File: src/pdn_pkg.sv
/*
  Shared constants for the power-down and output-buffer register bank:
  register offsets, field positions and reset values.
  Assumes an 8-bit register port with 8-bit addresses.
*/
package pdn_pkg;
  localparam int ADDR_W = 8;
  localparam int DATA_W = 8;
  localparam logic [7:0] OFF_POWER_DOWN_CONTROL = 8'h08;
  localparam logic [7:0] OFF_OUTPUT_BUFFER_DISABLE_LOW = 8'h0a;
  localparam logic [7:0] OFF_OUTPUT_BUFFER_DISABLE_MID = 8'h0b;
  localparam logic [7:0] OFF_OUTPUT_BUFFER_DISABLE_HIGH = 8'h0c;
  localparam logic [7:0] OFF_GLOBAL_POWER_DOWN_MASK = 8'h0d;
  // Power-down control fields
  localparam int BIT_SAMPLE_CLOCK_BUFFER_OFF = 5;
  localparam int BIT_REFERENCE_AMPLIFIER_OFF = 4;
  localparam int BIT_CHANNEL_A_OFF = 2;
  localparam int BIT_MUST_ONE = 1;
  localparam int BIT_GLOBAL_SHUTDOWN = 0;
  // Mask fields
  localparam int BIT_KEEP_CHANNEL_BIAS_ON = 5;
  localparam int BIT_KEEP_CLOCK_BUFFER_ON = 3;
  localparam int BIT_KEEP_REFERENCE_AMP_ON = 2;
  localparam int BIT_ALLOW_BANDGAP_OFF = 1;
  // Reset values
  localparam logic [7:0] RST_POWER_DOWN_CONTROL = 8'h02;
  localparam logic [7:0] RST_OUTPUT_BUFFER_DISABLE = 8'h00;
  localparam logic [7:0] RST_GLOBAL_POWER_DOWN_MASK = 8'h00;
  localparam int OB_W = 24;
endpackage

File: src/pdn_regs_if.sv
/*
  Carrier between the register bank and its power-down decoder.
  Assumes both ends run on the same clock.
*/
interface pdn_regs_if;
  logic [7:0] ctrl;
  logic [7:0] mask;
  logic sample_clock_buffer_pd;
  logic reference_amplifier_pd;
  logic channel_a_pd;
  logic channel_bias_pd;
  logic bandgap_pd;
  modport bank (output ctrl, output mask, input sample_clock_buffer_pd, input reference_amplifier_pd,
    input channel_a_pd, input channel_bias_pd, input bandgap_pd);
  modport decode (input ctrl, input mask, output sample_clock_buffer_pd, output reference_amplifier_pd,
    output channel_a_pd, output channel_bias_pd, output bandgap_pd);
endinterface

File: src/pdn_decode.sv
/*
  Power-down decoder: combines the individual power-down bits with the
  global shutdown bit, gated by the mask except for channel A, registering each enable.
  Assumes register values arrive on the same clock.
*/
module pdn_decode
  import pdn_pkg::*;
(
  input wire logic mclk,
  input wire logic rstn,
  pdn_regs_if.decode r
);
  typedef struct packed {
    logic clk_pd;
    logic ref_pd;
    logic cha_pd;
    logic bias_pd;
    logic bg_pd;
  } dec_state_type;
  dec_state_type st_q, st_d;
  logic glob;
  always_comb begin
    glob = r.ctrl[BIT_GLOBAL_SHUTDOWN];
    st_d.clk_pd = r.ctrl[BIT_SAMPLE_CLOCK_BUFFER_OFF] | (glob & ~r.mask[BIT_KEEP_CLOCK_BUFFER_ON]);
    st_d.ref_pd = r.ctrl[BIT_REFERENCE_AMPLIFIER_OFF] | (glob & ~r.mask[BIT_KEEP_REFERENCE_AMP_ON]);
    st_d.cha_pd = r.ctrl[BIT_CHANNEL_A_OFF] | glob;
    st_d.bias_pd = glob & ~r.mask[BIT_KEEP_CHANNEL_BIAS_ON];
    st_d.bg_pd = glob & r.mask[BIT_ALLOW_BANDGAP_OFF];
  end
  always_ff @(posedge mclk) begin
    if (!rstn) begin
      st_q <= '0;
    end else begin
      st_q <= st_d;
    end
  end
  assign r.sample_clock_buffer_pd = st_q.clk_pd;
  assign r.reference_amplifier_pd = st_q.ref_pd;
  assign r.channel_a_pd = st_q.cha_pd;
  assign r.channel_bias_pd = st_q.bias_pd;
  assign r.bandgap_pd = st_q.bg_pd;
endmodule

File: src/pdn_regs.sv
/*
  Power-down and output-buffer register bank, written and read through the
  device's serial control port decoder as simple address/write/read strobes.
  Assumes the port decoder delivers one-cycle strobes on mclk.
*/
// Functional notes
// - Power control bit 5 switches off the sampling clock input buffer.
// - Power control bit 4 switches off the reference gain amplifier.
// - Power control bit 2 powers down channel A.
// - Power control bit 0 enters global power-down, gated by mask at 0x0D.
// - Mask fields at bits 5, 3, 2, 1; all bits reset to zero.
// - 24-bit output buffer disable over three registers; one disables, reset zero.
// - Clock, amplifier, bias masks: zero allows power-down, one keeps powered.
// - Bandgap mask inverted: one allows bandgap off, zero keeps it on.
module pdn_regs
  import pdn_pkg::*;
(
  input wire logic mclk,
  input wire logic rstn,
  input wire logic [ADDR_W-1:0] reg_addr,
  input wire logic reg_wr,
  input wire logic [DATA_W-1:0] reg_wdata,
  input wire logic reg_rd,
  output logic [DATA_W-1:0] reg_rdata,
  output logic [OB_W-1:0] output_buffer_off,
  output logic sample_clock_buffer_off,
  output logic reference_amplifier_off,
  output logic channel_a_off,
  output logic channel_bias_off,
  output logic bandgap_off
);
  typedef struct packed {
    logic [7:0] ctrl;
    logic [7:0] ob_low;
    logic [7:0] ob_mid;
    logic [7:0] ob_high;
    logic [7:0] mask;
    logic [7:0] rdata;
  } bank_state_type;
  bank_state_type st_q, st_d;
  pdn_regs_if rif ();

  function automatic logic [7:0] read_mux(input logic [7:0] a, input bank_state_type s);
    logic [7:0] v;
    v = 8'h00;
    case (a)
      OFF_POWER_DOWN_CONTROL: v = s.ctrl;
      OFF_OUTPUT_BUFFER_DISABLE_LOW: v = s.ob_low;
      OFF_OUTPUT_BUFFER_DISABLE_MID: v = s.ob_mid;
      OFF_OUTPUT_BUFFER_DISABLE_HIGH: v = s.ob_high;
      OFF_GLOBAL_POWER_DOWN_MASK: v = s.mask;
      default: v = 8'h00;
    endcase
    return v;
  endfunction

  always_comb begin
    st_d = st_q;
    if (reg_wr) begin
      case (reg_addr)
        OFF_POWER_DOWN_CONTROL: st_d.ctrl = reg_wdata;
        OFF_OUTPUT_BUFFER_DISABLE_LOW: st_d.ob_low = reg_wdata;
        OFF_OUTPUT_BUFFER_DISABLE_MID: st_d.ob_mid = reg_wdata;
        OFF_OUTPUT_BUFFER_DISABLE_HIGH: st_d.ob_high = reg_wdata;
        OFF_GLOBAL_POWER_DOWN_MASK: st_d.mask = reg_wdata;
        default: st_d = st_q;
      endcase
    end
    if (reg_rd) begin
      st_d.rdata = read_mux(reg_addr, st_q);
    end
  end

  always_ff @(posedge mclk) begin
    if (!rstn) begin
      st_q.ctrl <= RST_POWER_DOWN_CONTROL;
      st_q.ob_low <= RST_OUTPUT_BUFFER_DISABLE;
      st_q.ob_mid <= RST_OUTPUT_BUFFER_DISABLE;
      st_q.ob_high <= RST_OUTPUT_BUFFER_DISABLE;
      st_q.mask <= RST_GLOBAL_POWER_DOWN_MASK;
      st_q.rdata <= 8'h00;
    end else begin
      st_q <= st_d;
    end
  end

  assign rif.ctrl = st_q.ctrl;
  assign rif.mask = st_q.mask;

  pdn_decode u_decode (
    .mclk(mclk),
    .rstn(rstn),
    .r(rif)
  );

  assign reg_rdata = st_q.rdata;
  // Only the 24 data-pin buffers; clock buffers are controlled elsewhere
  assign output_buffer_off = {st_q.ob_high, st_q.ob_mid, st_q.ob_low};
  assign sample_clock_buffer_off = rif.sample_clock_buffer_pd;
  assign reference_amplifier_off = rif.reference_amplifier_pd;
  assign channel_a_off = rif.channel_a_pd;
  assign channel_bias_off = rif.channel_bias_pd;
  assign bandgap_off = rif.bandgap_pd;
endmodule

File: config.mk
export PLATFORM = sky130hd
export DESIGN_NAME = pdn_regs
export DESIGN_NICKNAME = d
export VERILOG_FILES = /design/src/pdn_pkg.sv /design/src/pdn_regs_if.sv /design/src/pdn_decode.sv /design/src/pdn_regs.sv
export SDC_FILE = /design/constraint.sdc
export NUM_CORES = 1
export LEC_CHECK = 0
export CORE_MARGIN = 5
export CORE_UTILIZATION = 50
export CTS_CLUSTER_SIZE = 25
export DETAILED_ROUTE_END_ITERATION = 8
export DONT_BUFFER_PORTS = 1
export MAX_ROUTING_LAYER = met4
export PLACE_DENSITY = 0.7
export SYNTH_ARGS = -nofsm -noshare
export SYNTH_HDL_FRONTEND = slang
export SYNTH_SLANG_ARGS = --single-unit
File: constraint.sdc
create_clock -name mclk -period 5.75 [get_ports mclk]
set_clock_uncertainty 0.2 [all_clocks]
set_input_delay 1.725 -clock mclk [delete_from_list [all_inputs] [get_ports mclk]]
set_output_delay 1.725 -clock mclk [all_outputs]
set_load 0.02 [all_outputs]
==> flow_metrics.tcl, run 1 <==
set metrics [dict create \
    status "completed" \
    ys.flop_type "sky130_fd_sc_hd__dfxtp_1" \
    antenna_cells_inserted 0 \
    critPathArrivalTime_ns 3.06 \
    crit_fanout 8 \
    tightestPinTransition_ns 0.552 \
    yosys-top-cells-count "sky130_fd_sc_hd__dfxtp_1 (53), sky130_fd_sc_hd__mux2i_1 (49), sky130_fd_sc_hd__nor2b_1 (44), sky130_fd_sc_hd__o21ai_0 (15), sky130_fd_sc_hd__clkbuf_1 (12)" \
    worstSetupStartpointType "input port" \
    clk_latency_ns 0.31 \
    largest_net_degree_at_the_start_of_global_routing 55 \
    gate_count_after_technology_mapping 233 \
    setup.worst_path.class "input port to flip-flop" \
    die-height_um 78.8 \
    tritoncts "done" \
    library_cell_with_the_highest_instance_count_after_synthesis "sky130_fd_sc_hd__dfxtp_1" \
    die_area_mm2 0.00620 \
    end_kind "flip-flop" \
    maxSlewViolCount 0 \
    worst_hold_slack_ns 0.248 \
    p_per_area_mw_per_mm2 263 \
    post-place-ws_ns 2.37 \
    grt_first_pass_wirelength_mm 8.59 \
    grt_antenna_before_repair 0 \
    setup_total_negative_slack_ns 0 \
    placer_congestion_estimate 0.810 \
    post_route_insts_no_fill 279 \
    report.final.setup_viol 0 \
    cts_setup_buffers 0 \
    post_synth.cell_area_avg_um2 10.1 \
    htree_levels 2 \
    finalHoldViolations 0 \
    fraction_of_the_mapped_netlist_area_in_compound_gates 0.0767 \
    io_pins 57 \
    ys_ff_latch 53 \
    cellLeakagePower_nw 1.15 \
    synth_simple_gate_area_share 0.233 \
    clkTransAtPathRegs_ns 0.10 \
    drt_wl_total_mm 5.33 \
    placementRows 25 \
    totalPowerFinal_uw 653 \
    number_of_vias_per_cell 5.69 \
    wl_per_cell_um 19.1 \
    yosys_warnings 0 \
    placedCellCount 271 \
    dominant_combinational_cell_family_by_area_after_synthesis "simple AND/OR/NAND/NOR gates" \
    detailedRoute.firstPassIterationCount 4 \
    yosysTopAreaCell "sky130_fd_sc_hd__dfxtp_1" \
    numCtsBuffers 5 \
    timing.slew.headroom 0.629 \
    synth-seq-area-share 0.449 \
    peakVddDrop_v 0.000119 \
    detail_route.iter0.violations 84 \
    grt.total_usage 0.186 \
    final.min_clock_period_ns 3.05 \
    timing.critical_path.required_ns 5.75 \
    ctsLongestPathBuffers 2 \
    route.detailed.drc 0 \
    synth_cell_type_count 29 \
    ctsResizeCount 0 \
    first_global_vias 1549 \
    hold_class "flip-flop to flip-flop" \
    coreArea_mm2 0.00466 \
    numClockSinks 53 \
    cts_hold_repair.buffers 0 \
    setup_repair_after_global_routing_missed_its_margin "false" \
    final_net_count 244 \
    synth_top_area_share 0.449 \
    buffer_ports.inserted 0 \
    clk_root_buffer_cell "sky130_fd_sc_hd__clkbuf_8" \
    initial_core_util 0.507 \
    layout-area-overhead-vs-synth_pct 5.19 \
    fin_util 0.534 \
    fp.dieW_um 78.8 \
    async_flop_share 0 \
    cap_violations 0 \
    synth.mux.area_fraction 0.212 \
    hpwl_after_detailed_placement_mm 3.64 \
    antenna_violating_nets_post_route 0 \
    fmax_mhz 328 \
    synth_fp_nets 253 \
    via_count 1588 \
    fin_crit_sh 0.531 \
    setup_ws_ns 2.70 \
    synth_xor_area_frac 0 \
    synth-adder-area-share 0 \
    layout-drive-gt1-share 0.0844 \
    mappedNetlistArea_mm2 0.00236 \
    grt_overflow 0 \
    yosys-top-cells-area "sky130_fd_sc_hd__dfxtp_1 (45%), sky130_fd_sc_hd__mux2i_1 (21%), sky130_fd_sc_hd__nor2b_1 (12%)" \
    synth_edf_count 0 \
    postPlaceCellArea_mm2 0.00237 \
    postLayoutCellArea_mm2 0.00249 \
]
-- placed cells by master (no fill, tap or decap), types with 4 or more instances in the layout --
| cell type | synthesis | layout |
|---|---|---|
| sky130_fd_sc_hd__a31oi_1 | 5 | 5 |
| sky130_fd_sc_hd__and3_1 | 5 | 5 |
| sky130_fd_sc_hd__clkbuf_8 | 0 | 6 |
| sky130_fd_sc_hd__dfxtp_1 | 53 | 53 |
| sky130_fd_sc_hd__mux2i_1 | 49 | 49 |
| sky130_fd_sc_hd__nand3_1 | 7 | 7 |
| sky130_fd_sc_hd__nand4_2 | 5 | 5 |
| sky130_fd_sc_hd__nor2_1 | 4 | 4 |
| sky130_fd_sc_hd__nor2b_1 | 44 | 44 |
| sky130_fd_sc_hd__o21ai_0 | 15 | 15 |
-- worst max-delay path: stages --
cell                      delay (ns)
sky130_fd_sc_hd__nor4_4         0.46
sky130_fd_sc_hd__nand4_2        0.50
sky130_fd_sc_hd__mux2i_1        0.30
sky130_fd_sc_hd__nor2b_1        0.06
-- report_power, final --
| part | switching, mW | leakage [nW] | internal, mW |
|---|---|---|---|
| clock | 0.123 | 0.0574 | 0.142 |
| combinational | 0.00642 | 0.662 | 0.0100 |
| sequential | 0.00373 | 0.428 | 0.369 |
-- cell type report --
cell class	instances	area (um^2)
clock buffers	6	82.6
flip-flops and latches	53	1060
fillers	425	2170
clock inverters	2	37.5
well taps	54	67.6
inverters	1	3.75
multi-input cells	163	1230
-- metal layers --
metal / share of wire / wire length, um / GRT usage / vias to the layer above
li1: - / - / - / 800
met1: 0.46 / 2440 / 0.238 / 739
met2: 0.45 / 2390 / 0.283 / 41
met3: 0.075 / 399 / 0.0556 / 8
met4: 0.020 / 106 / 0.0647 / 0
met5: 0 / 0 / - / -
-- sequential cells by signal, indices dropped and copies added, names as in the netlist --
name and flops:
u_decode.r.channel_bias_pd 1, u_decode.r.channel_a_pd 1, output_buffer_off 24, rif.ctrl 8, u_decode.r.bandgap_pd 1, reg_rdata 8
u_decode.r.reference_amplifier_pd 1, rif.mask 8, u_decode.r.sample_clock_buffer_pd 1
-- path summary, 6_finish.rpt --
kind / slack (ns) / startpoint / cells after the start / endpoint
max: 2.70 / reg_addr[5] / 4 / rif.mask[0]$_SDFFE_PN0P_
min: 0.25 / rif.mask[5]$_SDFFE_PN0P_ / 1 / u_decode.r.channel_bias_pd$_SDFF_PN0_
max reg2reg: 4.01 / rif.ctrl[0]$_SDFFE_PN0P_ / 4 / reg_rdata[0]$_SDFFE_PN0P_
min reg2reg: 0.25 / rif.mask[5]$_SDFFE_PN0P_ / 1 / u_decode.r.channel_bias_pd$_SDFF_PN0_
-- cells by family after synthesis --
| logic type | Yosys count |
|---|---|
| muxes | 50 |
| buffers and inverters | 17 |
| AOI/OAI and AO/OA | 31 |
| DFF | 53 |
| and+or+nand+nor | 82 |
Power figures use the tool's default switching activity.
==> run 2, diff against run 1 <==
--- a/config.mk
+++ b/config.mk
@@ -5,13 +5,14 @@
 export SDC_FILE = /design/constraint.sdc
 export NUM_CORES = 1
 export LEC_CHECK = 0
+export ABC_AREA = 1
 export CORE_MARGIN = 5
 export CORE_UTILIZATION = 50
 export CTS_CLUSTER_SIZE = 25
 export DETAILED_ROUTE_END_ITERATION = 8
 export DONT_BUFFER_PORTS = 1
 export MAX_ROUTING_LAYER = met4
-export PLACE_DENSITY = 0.7
+export PLACE_DENSITY = 0.73
 export SYNTH_ARGS = -nofsm -noshare
 export SYNTH_HDL_FRONTEND = slang
 export SYNTH_SLANG_ARGS = --single-unit
==> constraint.sdc (replaced) <==
create_clock -name mclk -period 2.7 [get_ports mclk]
set_clock_uncertainty 0.2 [all_clocks]
set_input_delay 0.81 -clock mclk [delete_from_list [all_inputs] [get_ports mclk]]
set_output_delay 0.81 -clock mclk [all_outputs]
set_load 0.02 [all_outputs]
==> run 2 against run 1 <==
  * Largest power group unchanged
  * Total power increased by 120%
  * Hold slack improved by 0.0060 ns
  * Critical path type unchanged
  * Utilization decreased by 0.51 points
  * Via count increased by 29%
==> flow_metrics.tcl, run 2 <==
set metrics [dict create \
    setup_ws_ns 0.780 \
    tightestPinTransition_ns 0.345 \
    gate_count_after_technology_mapping 313 \
    io_pins 57 \
    fin_crit_sh 0.711 \
    placer_congestion_estimate 0.882 \
    finalHoldViolations 0 \
    cap_violations 0 \
    cts_setup_buffers 0 \
    layout.cells.most_common_list "sky130_fd_sc_hd__dfxtp_1 (53), sky130_fd_sc_hd__nor2_1 (44), sky130_fd_sc_hd__o21ai_0 (42)" \
    timing.slew.headroom 0.769 \
    maxSlewViolCount 0 \
    ctsLongestPathBuffers 2 \
    cellLeakagePower_nw 0.922 \
    clkTransAtPathRegs_ns 0.10 \
    die_area_mm2 0.00618 \
    grt_antenna_before_repair 0 \
    yosysTopAreaCell "sky130_fd_sc_hd__dfxtp_1" \
    initial_core_util 0.505 \
    clk_latency_ns 0.30 \
    multi_input_combinational_cell_area_mm2 0.00106 \
    synth_edf_count 0 \
    fp.dieW_um 78.6 \
    tritoncts "done" \
    numClockSinks 53 \
    die-height_um 78.6 \
    grt_overflow 0 \
    setup.worst_path.class "input port to flip-flop" \
    drt_wl_total_mm 6.04 \
    yosys-top-cells-area "sky130_fd_sc_hd__dfxtp_1 (45%), sky130_fd_sc_hd__o21ai_0 (8.9%), sky130_fd_sc_hd__a21oi_1 (7.4%)" \
    placedCellCount 357 \
    seqCellArea_mm2 0.00106 \
    yosys-top-cells-count "sky130_fd_sc_hd__dfxtp_1 (53), sky130_fd_sc_hd__nor2_1 (44), sky130_fd_sc_hd__o21ai_0 (42)" \
    synth_cell_type_count 21 \
    post_route_insts_no_fill 365 \
    ctsResizeCount 0 \
    clk_root_buffer_cell "sky130_fd_sc_hd__clkbuf_8" \
    setup_total_negative_slack_ns 0 \
    end_kind "flip-flop" \
    largest_net_degree_at_the_start_of_global_routing 53 \
    mappedNetlistArea_mm2 0.00235 \
    antenna_cells_inserted 0 \
    crit_fanout 18 \
    htree_levels 2 \
    layout-drive-gt1-share 0.0965 \
    placementRows 25 \
    fillCellCount 446 \
    p_per_area_mw_per_mm2 574 \
    largest_register_ff_count 24 \
    detail_route.iter0.violations 167 \
    synth_top_area_share 0.451 \
    final.min_clock_period_ns 1.92 \
    ys_ff_latch 53 \
    cts_hold_repair.buffers 0 \
    grt_first_pass_wirelength_mm 10.0 \
    first_global_vias 1975 \
    fmax_mhz 521 \
    peakVddDrop_v 0.000384 \
    post-place-ws_ns 0.459 \
    hpwl_after_detailed_placement_mm 4.43 \
    hold_class "flip-flop to flip-flop" \
    number_of_vias_per_cell 5.63 \
    worstSetupStartpointType "input port" \
    route.detailed.drc 0 \
    numCtsBuffers 5 \
    grt.total_usage 0.213 \
    antenna_violating_nets_post_route 0 \
    report.final.setup_viol 0 \
    post_synth.cell_area_avg_um2 7.52 \
    synth-seq-area-share 0.451 \
    async_flop_share 0 \
    critPathArrivalTime_ns 1.97 \
    setup_repair_after_global_routing_missed_its_margin "false" \
    layout_commonest_cell "sky130_fd_sc_hd__dfxtp_1" \
    via_count 2056 \
    buffer_ports.inserted 0 \
    library_cell_with_the_highest_instance_count_after_synthesis "sky130_fd_sc_hd__dfxtp_1" \
    synth_fp_nets 333 \
    timing.reg2reg.setup_slack_ns 1.53 \
    final_net_count 330 \
    timing.critical_path.required_ns 2.74 \
    wl_per_cell_um 16.6 \
    layout-area-overhead-vs-synth_pct 4.62 \
    status "completed" \
    ys.flop_type "sky130_fd_sc_hd__dfxtp_1" \
    coreArea_mm2 0.00466 \
    yosys_warnings 0 \
    detailedRoute.firstPassIterationCount 4 \
]
==> run 2: changes by cell type in the layout (fill, tap and decap cells not counted), sizes merged, moves of 32 or more <==
cell and change:
a21oi +34, nor2b -44, inv +37, mux2i -49, nor2 +46, o21ai +33, nand3 +32
==> run 2: final cells by class <==
type                       instances  area share
tap                               54      0.0274
sequential                        53       0.431
inverter                          38      0.0579
clock buffer                       6      0.0335
timing repair buffer               2     0.00609
multi-input combinational        210       0.429
clock inverter                     2      0.0152
==> run 2: through the flow <==
stage	power, mW	hold WS (ns)	cell area, um^2	utilization
finish	1.41	0.254	2460	0.529
floorplan	0.874	0.214	2350	-
global placement	0.873	0.233	2340	0.503
CTS	1.42	0.252	2460	0.529
global route	1.47	0.270	2460	0.529
detailed placement	0.875	0.238	2340	0.503
==> run 2: layer usage <==
| layer | vias to the layer above | track usage | routed length [um] |
|---|---|---|---|
| li1 | 1016 | - | - |
| met4 | 0 | 0.0734 | 162 |
| met1 | 943 | 0.259 | 2490 |
| met5 | - | - | 0 |
| met2 | 81 | 0.339 | 2830 |
| met3 | 16 | 0.0596 | 555 |
==> run 2: report_power, final <==
| part | internal (mW) | switching, mW |
|---|---|---|
| Combinational | 0.0199 | 0.0352 |
| Sequential | 0.788 | 0.0132 |
| Clock | 0.302 | 0.256 |
==> run 2: path summary, 6_finish.rpt <==
check                                            end  cells past startpoint                               from
setup / recovery  output_buffer_off[22]$_SDFFE_PN0P_                      8                        reg_addr[6]
hold / removal              rif.mask[7]$_SDFFE_PN0P_                      2           rif.mask[7]$_SDFFE_PN0P_
setup reg to reg           reg_rdata[1]$_SDFFE_PN0P_                      4  output_buffer_off[9]$_SDFFE_PN0P_
hold reg to reg             rif.mask[7]$_SDFFE_PN0P_                      2           rif.mask[7]$_SDFFE_PN0P_
==> run 2: cell families (layout without fill, tap and decap cells) <==
logic type / Yosys count / in the layout / share of synthesized area
buffers and inverters: 50 / 48 / 0.100
AND/OR/NAND/NOR: 121 / 121 / 0.250
AO/OA/AOI/OAI: 89 / 89 / 0.199
flip-flops: 53 / 53 / 0.451
==> run 2: worst max-delay path: stages <==
cell and delay, ns:
sky130_fd_sc_hd__inv_1 0.05, sky130_fd_sc_hd__nand2_1 0.06, sky130_fd_sc_hd__nor2_2 0.28, sky130_fd_sc_hd__buf_4 0.30, sky130_fd_sc_hd__nand3_4 0.14, sky130_fd_sc_hd__inv_2 0.15, sky130_fd_sc_hd__nor2_1 0.05, sky130_fd_sc_hd__nor2_1 0.12
